`config.mk`:
```
export PLATFORM = sky130hd
export DESIGN_NAME = bmc_regs
export DESIGN_NICKNAME = d
export VERILOG_FILES = /design/src/bmc_monitor_decode.v /design/src/bmc_cal_count.v /design/src/bmc_regs.v
export VERILOG_INCLUDE_DIRS = /design/src
export SDC_FILE = /design/constraint.sdc
export NUM_CORES = 1
export LEC_CHECK = 0
export BUFFER_PORTS_ARGS = -buffer_cell sky130_fd_sc_hd__buf_2
export CELL_PAD_IN_SITES_DETAIL_PLACEMENT = 1
export CELL_PAD_IN_SITES_GLOBAL_PLACEMENT = 1
export CORE_MARGIN = 3
export CORE_UTILIZATION = 39
export DETAILED_ROUTE_END_ITERATION = 7
export GPL_TIMING_DRIVEN = 0
export PLACE_DENSITY = 0.89
export SLEW_MARGIN = 20
export SYNTH_ARGS = -nofsm -noshare
export SYNTH_HDL_FRONTEND = slang
export SYNTH_HIERARCHICAL = 1
export SYNTH_SLANG_ARGS = --single-unit
```
`constraint.sdc`:
```
create_clock -name clock_in -period 3.3 [get_ports clock_in]
set_input_delay 0.495 -clock clock_in [delete_from_list [all_inputs] [get_ports clock_in]]
set_output_delay 0.495 -clock clock_in [all_outputs]
set_load 0.1 [all_outputs]
```
`src/bmc_defs.vh`:
```
// bmc_defs.vh: offsets, field positions and reset values of the bias and monitor registers
// assumes inclusion by bare name from bmc_monitor_decode and bmc_regs; bmc_cal_count does not include it
`ifndef BMC_DEFS_VH
`define BMC_DEFS_VH

// --------------------------------------------------------------------------
// register map; offsets are word indexes, byte address is index times four
// --------------------------------------------------------------------------
`define BMC_IDX_BIAS        8'h08
`define BMC_IDX_MON         8'h09
`define BMC_ADDR_W          12
`define BMC_RST_BIAS        8'h00
`define BMC_RST_MON         8'h10
`define BMC_RST_CAL_CODE    2'h2
`define BMC_RST_CAL_SAMPLES 5'h08

// --------------------------------------------------------------------------
// field positions
// --------------------------------------------------------------------------
`define BMC_BIAS_LEVEL_BIT  7
`define BMC_BIAS_PINS_MSB   6
`define BMC_MON_SEL_MSB     7
`define BMC_MON_SEL_LSB     5
`define BMC_CAL_MSB         4
`define BMC_CAL_LSB         3
`define BMC_TIMEOUT_BIT     2
`define BMC_CRC_BIT         1
`define BMC_STAT_BIT        0

// --------------------------------------------------------------------------
// monitor select codes
// --------------------------------------------------------------------------
`define BMC_MON_OFF         3'h0
`define BMC_MON_MID         3'h1
`define BMC_MON_TEMP        3'h2
`define BMC_MON_AVDIFF      3'h3
`define BMC_MON_DIGITAL     3'h4
`define BMC_MON_BO_LOW      3'h5
`define BMC_MON_BO_MID      3'h6
`define BMC_MON_BO_HIGH     3'h7

// --------------------------------------------------------------------------
// axi responses
// --------------------------------------------------------------------------
`define BMC_RESP_OKAY       2'h0
`define BMC_RESP_SLVERR     2'h2

`endif

```
`src/bmc_monitor_decode.v`:
```
// bmc_monitor_decode.v: turns the monitor select code into analog control strobes
// assumes a stable code from the register bank; purely combinational
`timescale 1ns/100ps
module bmc_monitor_decode
(
	input  wire [2:0] monitor_select_in,
	output reg        mid_short_out,
	output reg        temp_sensor_out,
	output reg        avdiff_mon_out,
	output reg        digital_supply_mon_out,
	output reg  [2:0] burnout_level_out,
	output wire       mux_open_out,
	output wire       force_gain_one_out
);
`include "bmc_defs.vh"

	always @*
	begin
		mid_short_out     = 1'b0;
		temp_sensor_out   = 1'b0;
		avdiff_mon_out    = 1'b0;
		digital_supply_mon_out = 1'b0;
		burnout_level_out = 3'h0;
		case (monitor_select_in)
			`BMC_MON_OFF:     mid_short_out     = 1'b0;
			`BMC_MON_MID:     mid_short_out     = 1'b1;
			`BMC_MON_TEMP:    temp_sensor_out   = 1'b1;
			`BMC_MON_AVDIFF:  avdiff_mon_out    = 1'b1;
			`BMC_MON_DIGITAL: digital_supply_mon_out = 1'b1;
			`BMC_MON_BO_LOW:  burnout_level_out = 3'h1;
			`BMC_MON_BO_MID:  burnout_level_out = 3'h2;
			`BMC_MON_BO_HIGH: burnout_level_out = 3'h4;
			default:          burnout_level_out = 3'h0;
		endcase
	end

	// switches open for every internal measurement
	assign mux_open_out       = mid_short_out | temp_sensor_out |
		avdiff_mon_out | digital_supply_mon_out;
	// supply monitors override the programmed gain
	assign force_gain_one_out = avdiff_mon_out | digital_supply_mon_out;
endmodule

```
`src/bmc_cal_count.v`:
```
// bmc_cal_count.v: maps the calibration averaging code to a sample count
// assumes the code comes straight from the control register
`timescale 1ns/100ps
module bmc_cal_count
(
	input  wire [1:0] calibration_average_count_in,
	output reg  [4:0] cal_samples_out
);
	always @*
	begin
		case (calibration_average_count_in)
			2'h0:    cal_samples_out = 5'h01;
			2'h1:    cal_samples_out = 5'h04;
			2'h2:    cal_samples_out = 5'h08;
			2'h3:    cal_samples_out = 5'h10;
			default: cal_samples_out = 5'h08;
		endcase
	end
endmodule

```
`src/bmc_regs.v`:
```
// bmc_regs.v: bias selection and monitor/framing control registers on an axi4-lite slave
// assumes one clock, an asynchronous active-low reset and a well-behaved axi4-lite master
//
// Functional notes
// - bias register at index 08h, read/write, resets to 00h
// - bias bit 7 picks mid-supply (0) or one twelfth supply sum (1)
// - bias source is off unless at least one pin bit is set
// - bits 6..0 connect bias to common input and inputs 5..0
// - pin bits act independently, any number may be on together
// - control register at index 09h, read/write, resets to 10h
// - monitor code 000 off; 001 shorts amplifier inputs to mid-supply
// - code 010 temperature sensor; software also sets amplifier enable to 01
// - code 011 analog supply/4, 100 digital supply/4, gain forced to 1
// - codes 101, 110, 111 enable burn-out sources 0.2, 1, 10 uA
// - bits 4:3 pick calibration averaging 1, 4, 8 or 16 samples
// - bit 2 enables serial timeout, cleared after reset
// - bit 1 appends crc over result, plus status byte when enabled
// - bit 0 prepends a status byte, off by default
// - internal measurements hold the input multiplexer switches open
// - supply monitors force amplifier gain to 1 regardless of setting
//
// Added by the designer: register access over AXI4-Lite.
`timescale 1ns/100ps
module bmc_regs
(
	input  wire        clock_in,
	input  wire        arst_n_in,
	// axi4-lite slave
	input  wire [11:0] s_axi_awaddr_in,
	input  wire        s_axi_awvalid_in,
	output wire        s_axi_awready_out,
	input  wire [31:0] s_axi_wdata_in,
	input  wire [3:0]  s_axi_wstrb_in,
	input  wire        s_axi_wvalid_in,
	output wire        s_axi_wready_out,
	output wire [1:0]  s_axi_bresp_out,
	output wire        s_axi_bvalid_out,
	input  wire        s_axi_bready_in,
	input  wire [11:0] s_axi_araddr_in,
	input  wire        s_axi_arvalid_in,
	output wire        s_axi_arready_out,
	output wire [31:0] s_axi_rdata_out,
	output wire [1:0]  s_axi_rresp_out,
	output wire        s_axi_rvalid_out,
	input  wire        s_axi_rready_in,
	// bias controls
	output wire        bias_voltage_output_out,
	output wire        bias_level_select_out,
	output wire [6:0]  bias_pin_connect_out,
	// monitor controls
	output wire [2:0]  monitor_select_out,
	output wire        mid_short_out,
	output wire        temp_sensor_out,
	output wire        avdiff_mon_out,
	output wire        digital_supply_mon_out,
	output wire [2:0]  burnout_level_out,
	output wire        mux_open_out,
	output wire        force_gain_one_out,
	output wire [1:0]  calibration_average_count_out,
	output wire [4:0]  cal_samples_out,
	output wire        timeout_enable_out,
	output wire        crc_append_enable_out,
	output wire        crc_covers_status_out,
	output wire        status_prefix_enable_out
);
`include "bmc_defs.vh"

	// --------------------------------------------------------------------------
	// decode helper
	// --------------------------------------------------------------------------
	// 0 = bias, 1 = control, 2 = unmapped
	function [1:0] reg_sel;
		input [11:0] addr;
		begin
			if (addr[1:0] != 2'h0)
				reg_sel = 2'h2;
			else if (addr[11:2] == {2'h0, `BMC_IDX_BIAS})
				reg_sel = 2'h0;
			else if (addr[11:2] == {2'h0, `BMC_IDX_MON})
				reg_sel = 2'h1;
			else
				reg_sel = 2'h2;
		end
	endfunction

	// --------------------------------------------------------------------------
	// state
	// --------------------------------------------------------------------------
	reg  [7:0]  bias_reg;
	reg  [7:0]  mon_reg;
	reg  [11:0] awaddr_reg;
	reg         aw_full_reg;
	reg  [7:0]  wdata_reg;
	reg         wbyte_reg;
	reg         w_full_reg;
	reg         bvalid_reg;
	reg  [1:0]  bresp_reg;
	reg         rvalid_reg;
	reg  [1:0]  rresp_reg;
	reg  [31:0] rdata_reg;
	reg         bias_level_reg;
	reg  [6:0]  bias_pins_reg;
	reg         bias_on_reg;
	reg  [2:0]  mon_sel_reg;
	reg  [3:0]  strobe_reg;
	reg  [2:0]  burnout_reg;
	reg         mux_open_reg;
	reg         gain_one_reg;
	reg  [1:0]  cal_code_reg;
	reg  [4:0]  cal_samples_reg;
	reg  [3:0]  frame_reg;

	wire        do_write;
	wire [1:0]  wsel;
	wire [1:0]  rsel;
	wire [2:0]  mon_sel;
	wire [1:0]  cal_code;
	wire [3:0]  frame_next;
	wire        mid_short;
	wire        temp_sense;
	wire        avdiff_mon;
	wire        digital_mon;
	wire [2:0]  burnout_level;
	wire        mux_open;
	wire        force_gain_one;
	wire [4:0]  cal_samples;

	// address and data are each latched once; write fires when both are held
	assign s_axi_awready_out = ~aw_full_reg & ~bvalid_reg;
	assign s_axi_wready_out  = ~w_full_reg & ~bvalid_reg;
	assign do_write          = aw_full_reg & w_full_reg & ~bvalid_reg;
	assign wsel              = reg_sel(awaddr_reg);
	assign s_axi_bvalid_out  = bvalid_reg;
	assign s_axi_bresp_out   = bresp_reg;

	assign s_axi_arready_out = ~rvalid_reg;
	assign rsel              = reg_sel(s_axi_araddr_in);
	assign s_axi_rvalid_out  = rvalid_reg;
	assign s_axi_rdata_out   = rdata_reg;
	assign s_axi_rresp_out   = rresp_reg;

	// --------------------------------------------------------------------------
	// write channel
	// --------------------------------------------------------------------------
	always @(posedge clock_in or negedge arst_n_in)
	begin
		if (!arst_n_in)
		begin
			awaddr_reg  <= 12'h000;
			aw_full_reg <= 1'b0;
			wdata_reg   <= 8'h00;
			wbyte_reg   <= 1'b0;
			w_full_reg  <= 1'b0;
			bvalid_reg  <= 1'b0;
			bresp_reg   <= `BMC_RESP_OKAY;
			bias_reg    <= `BMC_RST_BIAS;
			mon_reg     <= `BMC_RST_MON;
		end
		else
		begin
			if (s_axi_awvalid_in && s_axi_awready_out)
			begin
				awaddr_reg  <= s_axi_awaddr_in;
				aw_full_reg <= 1'b1;
			end
			if (s_axi_wvalid_in && s_axi_wready_out)
			begin
				wdata_reg  <= s_axi_wdata_in[7:0];
				wbyte_reg  <= s_axi_wstrb_in[0];
				w_full_reg <= 1'b1;
			end
			if (do_write)
			begin
				aw_full_reg <= 1'b0;
				w_full_reg  <= 1'b0;
				bvalid_reg  <= 1'b1;
				bresp_reg   <= (wsel == 2'h2) ? `BMC_RESP_SLVERR : `BMC_RESP_OKAY;
				// only byte lane 0 carries register bits
				if (wbyte_reg && wsel == 2'h0)
					bias_reg <= wdata_reg;
				if (wbyte_reg && wsel == 2'h1)
					mon_reg <= wdata_reg;
			end
			else if (bvalid_reg && s_axi_bready_in)
				bvalid_reg <= 1'b0;
		end
	end

	// --------------------------------------------------------------------------
	// read channel
	// --------------------------------------------------------------------------
	always @(posedge clock_in or negedge arst_n_in)
	begin
		if (!arst_n_in)
		begin
			rvalid_reg <= 1'b0;
			rresp_reg  <= `BMC_RESP_OKAY;
			rdata_reg  <= 32'h00000000;
		end
		else if (s_axi_arvalid_in && s_axi_arready_out)
		begin
			rvalid_reg <= 1'b1;
			// reads only sample, nothing changes as a result
			case (rsel)
				2'h0:
				begin
					rdata_reg <= {24'h000000, bias_reg};
					rresp_reg <= `BMC_RESP_OKAY;
				end
				2'h1:
				begin
					rdata_reg <= {24'h000000, mon_reg};
					rresp_reg <= `BMC_RESP_OKAY;
				end
				default:
				begin
					rdata_reg <= 32'h00000000;
					rresp_reg <= `BMC_RESP_SLVERR;
				end
			endcase
		end
		else if (rvalid_reg && s_axi_rready_in)
			rvalid_reg <= 1'b0;
	end

	// --------------------------------------------------------------------------
	// bias controls
	// --------------------------------------------------------------------------
	// flopped so the analog switches never see a decode glitch; costs one cycle of latency
	always @(posedge clock_in or negedge arst_n_in)
	begin
		if (!arst_n_in)
		begin
			bias_level_reg <= 1'b0;
			bias_pins_reg  <= 7'h00;
			bias_on_reg    <= 1'b0;
		end
		else
		begin
			bias_level_reg <= bias_reg[`BMC_BIAS_LEVEL_BIT];
			bias_pins_reg  <= bias_reg[`BMC_BIAS_PINS_MSB:0];
			// source draws no power when no pin needs it
			bias_on_reg    <= |bias_reg[`BMC_BIAS_PINS_MSB:0];
		end
	end

	assign bias_level_select_out   = bias_level_reg;
	assign bias_pin_connect_out    = bias_pins_reg;
	assign bias_voltage_output_out = bias_on_reg;

	// --------------------------------------------------------------------------
	// monitor and framing controls
	// --------------------------------------------------------------------------
	assign mon_sel    = mon_reg[`BMC_MON_SEL_MSB:`BMC_MON_SEL_LSB];
	assign cal_code   = mon_reg[`BMC_CAL_MSB:`BMC_CAL_LSB];
	// crc range widens to the status byte only when it is sent
	assign frame_next = {mon_reg[`BMC_TIMEOUT_BIT], mon_reg[`BMC_CRC_BIT],
		mon_reg[`BMC_CRC_BIT] & mon_reg[`BMC_STAT_BIT], mon_reg[`BMC_STAT_BIT]};

	bmc_monitor_decode u_mon
	(
		.monitor_select_in      (mon_sel),
		.mid_short_out          (mid_short),
		.temp_sensor_out        (temp_sense),
		.avdiff_mon_out         (avdiff_mon),
		.digital_supply_mon_out (digital_mon),
		.burnout_level_out      (burnout_level),
		.mux_open_out           (mux_open),
		.force_gain_one_out     (force_gain_one)
	);

	bmc_cal_count u_cal
	(
		.calibration_average_count_in (cal_code),
		.cal_samples_out              (cal_samples)
	);

	// every decoded control leaves from a flop, all moving on the same edge
	always @(posedge clock_in or negedge arst_n_in)
	begin
		if (!arst_n_in)
		begin
			mon_sel_reg     <= `BMC_MON_OFF;
			strobe_reg      <= 4'h0;
			burnout_reg     <= 3'h0;
			mux_open_reg    <= 1'b0;
			gain_one_reg    <= 1'b0;
			cal_code_reg    <= `BMC_RST_CAL_CODE;
			cal_samples_reg <= `BMC_RST_CAL_SAMPLES;
			frame_reg       <= 4'h0;
		end
		else
		begin
			mon_sel_reg     <= mon_sel;
			strobe_reg      <= {mid_short, temp_sense, avdiff_mon, digital_mon};
			burnout_reg     <= burnout_level;
			mux_open_reg    <= mux_open;
			gain_one_reg    <= force_gain_one;
			cal_code_reg    <= cal_code;
			cal_samples_reg <= cal_samples;
			frame_reg       <= frame_next;
		end
	end

	assign monitor_select_out            = mon_sel_reg;
	assign mid_short_out                 = strobe_reg[3];
	assign temp_sensor_out               = strobe_reg[2];
	assign avdiff_mon_out                = strobe_reg[1];
	assign digital_supply_mon_out        = strobe_reg[0];
	assign burnout_level_out             = burnout_reg;
	assign mux_open_out                  = mux_open_reg;
	assign force_gain_one_out            = gain_one_reg;
	assign calibration_average_count_out = cal_code_reg;
	assign cal_samples_out               = cal_samples_reg;
	assign timeout_enable_out            = frame_reg[3];
	assign crc_append_enable_out         = frame_reg[2];
	assign crc_covers_status_out         = frame_reg[1];
	assign status_prefix_enable_out      = frame_reg[0];
endmodule

```
[After elaboration in Yosys (flattened, before gate mapping)]
Index checks and enable logic that the tools add are counted.
W data, S select, Z words.
Word-level totals
  register bits: 109
  input bits: 67
  output and inout port bits: 73
Cells by class
  equality and inequality tests: 17
  multiplexer cells: 23
  bitwise logic cells: 13
  reductions and logical operators: 20
Operators with widths (number)
  $eq A10 B4 Y1 const B: 4
  $pmux W5 S4: 1
  $mux W2: 8
  $pmux W8 S2: 1
  $eq A3 B3 Y1 const B: 4
  $mux W1: 12
  $reduce_bool A2 Y1: 6
  $pmux W3 S3: 1
  $logic_and A1 B1 Y1: 7
  $reduce_or A7 Y1: 1
  $eq A2 B1 Y1 const B: 3
  $eq A2 B2 Y1 const B: 3
  $eq A3 B2 Y1 const B: 2
  $logic_not A2 Y1: 3
  $and A1 B1 Y1: 5
  $not A1 Y1: 4
  $or A1 B1 Y1: 4
  $reduce_and A2 Y1: 2
  $eq A3 B1 Y1 const B: 1
  $reduce_or A2 Y1: 1

[Logic depth before layout (Yosys ltp)]
  word-level depth: 7
  gate-level depth with buffers: 4
  mapped depth without buffers: 3

[Modules after synthesis]
The synthesis kept the hierarchy.
By module, submodules not included
  bmc_regs: times used 1, cells an instance 209, area an instance 3110.5 um^2, seq. area each 2080.7 um^2
  bmc_monitor_decode: times used 1, cells an instance 11, area an instance 80.1 um^2, seq. area each 0.0 um^2
  bmc_cal_count: times used 1, cells an instance 6, area an instance 37.5 um^2, seq. area each 0.0 um^2

[Worst setup path before layout]
No wires, ideal clock.
  kind: flip-flop to flip-flop
  start: reg bvalid_reg, in the netlist s_axi_bvalid_out
  end: reg awaddr_reg[0]
  data arrival time: 3.277 ns
  data required time: 3.175 ns
  slack: -0.102 ns
  stages on the path, launching flop included: 5
  path buffers: 1
  clock period less this slack: 3.402 ns
  cell sequence: dfrtp_1 > nor2_1 > and2_0 > clkbuf_1 > mux2_2
On the way
  cells in the longest elaborated chain, start to end: 3
RTL lines
  from (decl): line bmc_regs.v:96  | reg bvalid_reg;
  from (signal assigned): line bmc_regs.v:154  | bvalid_reg <= 1'b0;
  from (signal assigned): line bmc_regs.v:176  | bvalid_reg <= 1'b1;
  from (signal assigned): line bmc_regs.v:185  | bvalid_reg <= 1'b0;
  $not A1 Y1: line bmc_regs.v:129  | assign s_axi_awready_out = ~aw_full_reg & ~bvalid_reg;
  $and A1 B1 Y1: line bmc_regs.v:129
  named net s_axi_awready_out: line bmc_regs.v:31  | output wire s_axi_awready_out,
  $logic_and A1 B1 Y1: line bmc_regs.v:161  | if (s_axi_awvalid_in && s_axi_awready_out)
  to (signal assigned): line bmc_regs.v:163  | awaddr_reg <= s_axi_awaddr_in;
  to (decl): line bmc_regs.v:91  | reg [11:0] awaddr_reg;
The timed path passes the listed nets, and every way through them passes these cells.
A chain may end at the register's enable or synchronous reset.

[Worst setup path in the final report]
  start: reg awaddr_reg[11]
  end: reg mon_reg[1]
On the way
  cells in the longest elaborated chain, start to end: 7
  elaborated cells on any way between the ends: 8
RTL lines
  $eq A10 B4 Y1: line bmc_regs.v:79  | else if (addr[11:2] == {2'h0, `BMC_IDX_MON})
  $mux W2: line bmc_regs.v:79
  $mux W2 *: line bmc_regs.v:77  | else if (addr[11:2] == {2'h0, `BMC_IDX_BIAS})
  $mux W2 *: line bmc_regs.v:75  | if (addr[1:0] != 2'h0)
  $eq A2 B1 Y1 *: line bmc_regs.v:181  | if (wbyte_reg && wsel == 2'h1)
  $logic_and A1 B1 Y1 *: line bmc_regs.v:181
  $reduce_and A2 Y1 (no line) *
  to (signal assigned): line bmc_regs.v:157  | mon_reg <= `BMC_RST_MON;
  to (signal assigned): line bmc_regs.v:182  | mon_reg <= wdata_reg;
  to (decl): line bmc_regs.v:90  | reg [7:0] mon_reg;
Every way passes the cells marked *; elsewhere a longest branch is shown, timed or not.

==> metrics.md <==
| Metric | Value |
|---|---|
| Final Hold Fails | 0 |
| Final setup skew | between 8 and 9 ps |
| Max Root-Sink Buffers | 2 |
| Initial DRT Pass Iterations | 4 |
| Ys flop type | dfrtp_1 |
| Synth top cells by count | dfrtp_1 (80), mux2_2 (37), buf_4 (27) |
| Die width | 97.0 um |
| Post-synthesis cell count | 226 |
| Yosys warns | 6 |
| Setup-failing EPs final | 0 |
| Worst-margin pin slew | ~670 ps |
| Worst R2R Path Depth | 3 |
| Core Rows | 32 |
| Vias | between 2000 and 2500 |
| Post-synth EDFFs | 0 |
| Share of layout cells above drive strength 1 | between 50% and 60% |
| Post-DP HPWL | about 5.4 mm |
| Power density over the cells | 697 nW/um2 |
| Buf/Inv on CP | 0 |
| Count leader, synth | dfrtp_1 |
| Area leader, netlist | dfrtp_1 |
| Final setup TNS | 0 ps |
| Largest register FFs | 12 |
| Routed vias/inst | 4.62 |
| Seq/Total Area, Yosys | ~64% |
| Reg clk slew, reported paths | about 80 ps |
| Num CTS Buffers | 9 |
| Asr flop ratio synth | 100% |
| Xor and xnor area share after synthesis | 0.271% |
| Critical R2R Capture | mon_reg[1]$_DFFE_PN0P_ |
| Largest net degree at the start of global routing | 46 |
| First-pass GRT wire length | approximately 11 mm |
| Crit-path leading delay family | simple AND/OR/NAND/NOR gates |
| Avg Inst Size Synth | 14.3 um2 |
| Crit path arrival time | 2380 ps |
| Register-to-register setup slack | 1150 ps |
| Final Cell Area | 4100 um2 |
| Leak | about 2.2 nW |
| Crit end category | flop |
| Worst path depth | 3 |
| Dpl cells | 439 |
| Worst setup path start | awaddr_reg[11]$_DFFE_PN0P_ |
| Fin nets | 415 |
| WL final | ~7.0 mm |
| Slew Viols, Final | 0 |
| Fin cells | between 400 and 500 |
| Mux cell area share after synthesis | 15.4% |
| Largest family of logic cells by synthesized area | multiplexers |
| Starting Density | 40.9% |
| Area Overhead vs Synth | 27.1% |
| Largest stage delay on the critical path | 630 ps |
| Minimum clock period | 2150 ps |
| Hold Crit Class | in -> async |
| Sequential cell area | ~2100 um2 |
| Final Core Density | between 50 and 60% |
| RSZ-0062 raised after global routing | no |
| Synth top area share | between 60% and 70% |
| Number of port buffers | 85 |
| Total global routing overflow | 0 |
| Post-CTS Setup Bufs | 0 |
| CP endpoint | mon_reg[1]$_DFFE_PN0P_ |
| Count of cell types in the netlist | 37 |
| Max Cap Viol | 0 |
| Synthesized-area fraction occupied by adder cells | 0% |
| Iteration-0 DRC Markers | 37 |
| Rel. slew slack | 55.2% |
| CTS tree | built |
| Outcome | finished, final reports clean |
| Multi-input gate area | 1020 um2 |
| Full die area | between 9000 and 10000 um2 |
| Critical path cell sequence | or4b_1, nor4_4, mux2_2 |
| Crit path required time | between 3000 and 4000 ps |
| Fmax | 464 MHz |
| FF+latch count, synth | 83 |
| R2R Path Start | awaddr_reg[11]$_DFFE_PN0P_ |
| Post-DP Area | ~4000 um2 |
| Initial antenna violation count | 0 |
| H-Tree Depth | 3 |
| Fin crit share | 65.3% |
| Clock sinks | between 80 and 90 |
| Synth area leaders | dfrtp_1 (62%), mux2_2 (13%), buf_4 (6.3%) |
| Residual DRC | 0 |
| Height of the die | 97.0 um |
| DRT antenna net count | 0 |
| Cts hold-fix bufs | 0 |
| Synth Area in Compound Gates | approximately 2.4% |
| Vias in the first global route | between 2000 and 2500 |
| Worst setup SP type | flop |
| ANT cells | 0 |
| Gpl congestion | 0.704 |
| Root Buffer | clkbuf_8 |
| Post-synthesis simple-gate area fraction | 10.3% |
| Core Footprint | about 7900 um2 |
| Drt wl/cell | 15.4 um |
| Worst setup path category | reg -> reg |
| Fillers | 861 |
| Synthesized area | 3230 um2 |
| Peak VDD IR | 0.286 mV |
| Total Power | 0.00286 W |
| Slowest cell on the critical path | or4b_1 |
| Overall Global Routing Usage | approximately 15% |
| Post-cts sizing count | 0 |
| Worst-Skew Late Latency | about 340 ps |
| IO Pins | 140 |
| CP max FO | 8 |
==> where the power goes <==
group | switching, W | total, W | internal, W
clock | 0.000344 | 0.000735 | 0.000391
combinational | 0.000560 | 0.000816 | 0.000256
sequential | 0.000127 | 0.00131 | 0.00118
total | 0.00103 | 0.00286 | 0.00183
==> per-layer routing <==
| layer | track usage (%) | wire, um |
|---|---|---|
| met1 | 16.7 | 2660 |
| met2 | 28.1 | 3850 |
| met3 | 3.82 | 374 |
| met4 | 6.70 | 102 |
| met5 | 0 | 0 |
==> metrics by stage <==
step,worst slack (ps),hold slack [ps]
3_3_place_gp,1140,390
6_report,1150,126
5_1_grt,1030,142
4_1_cts,1090,122
3_5_place_dp,1110,396
2_1_floorplan,5.09,199
==> worst register-to-register path, stage by stage (launching register included) <==
cell and delay, ps:
dfrtp_1 390, or4b_1 630, nor4_4 610, mux2_2 410
==> cells in the final DEF (no fill, tap or decap), types with 3 or more instances in the layout <==
cell type	n
o21ai_0	11
nor2_1	4
buf_2	84
dfstp_2	3
nor4_1	3
nor3b_1	3
clkbuf_8	11
mux2i_1	8
dfrtp_1	80
buf_4	28
conb_1	27
nand2_1	12
clkbuf_1	5
mux2_2	37
==> area by class of cell <==
cell class | instances | share of cell area [%]
well taps | 102 | 3.11
multi-input cells | 135 | 24.8
plain buffers | 31 | 5.30
flip-flops and latches | 83 | 50.7
inverters | 2 | 0.183
clock buffers | 12 | 3.78
clock inverters | 4 | 1.19
repair buffers | 86 | 10.9
==> how the worst min path moves through the flow <==
stage | endpoint | cells past startpoint | slack, ps | start
floorplan | aw_full_reg$_DFFE_PN0P_ | 0 | 200 | arst_n_in
global placement | calibration_average_count_out[1]$_DFF_PN1_ | 0 | 390 | mon_reg[4]$_DFFE_PN1P_
detailed placement | calibration_average_count_out[1]$_DFF_PN1_ | 0 | 400 | mon_reg[4]$_DFFE_PN1P_
CTS | mon_reg[3]$_DFFE_PN0P_ | 1 | 120 | arst_n_in
global route | s_axi_rresp_out[1]$_DFFE_PN0P_ | 1 | 140 | arst_n_in
finish | s_axi_rresp_out[1]$_DFFE_PN0P_ | 1 | 130 | arst_n_in
==> cells by family after synthesis <==
kind of cell,after synthesis
DFF,83
and+or+nand+nor,48
muxes,45
other,2
xor gates and xnor gates,1
AOI/OAI and AO/OA,14
buffers and inverters,33
(Power assumes the default switching activity.)
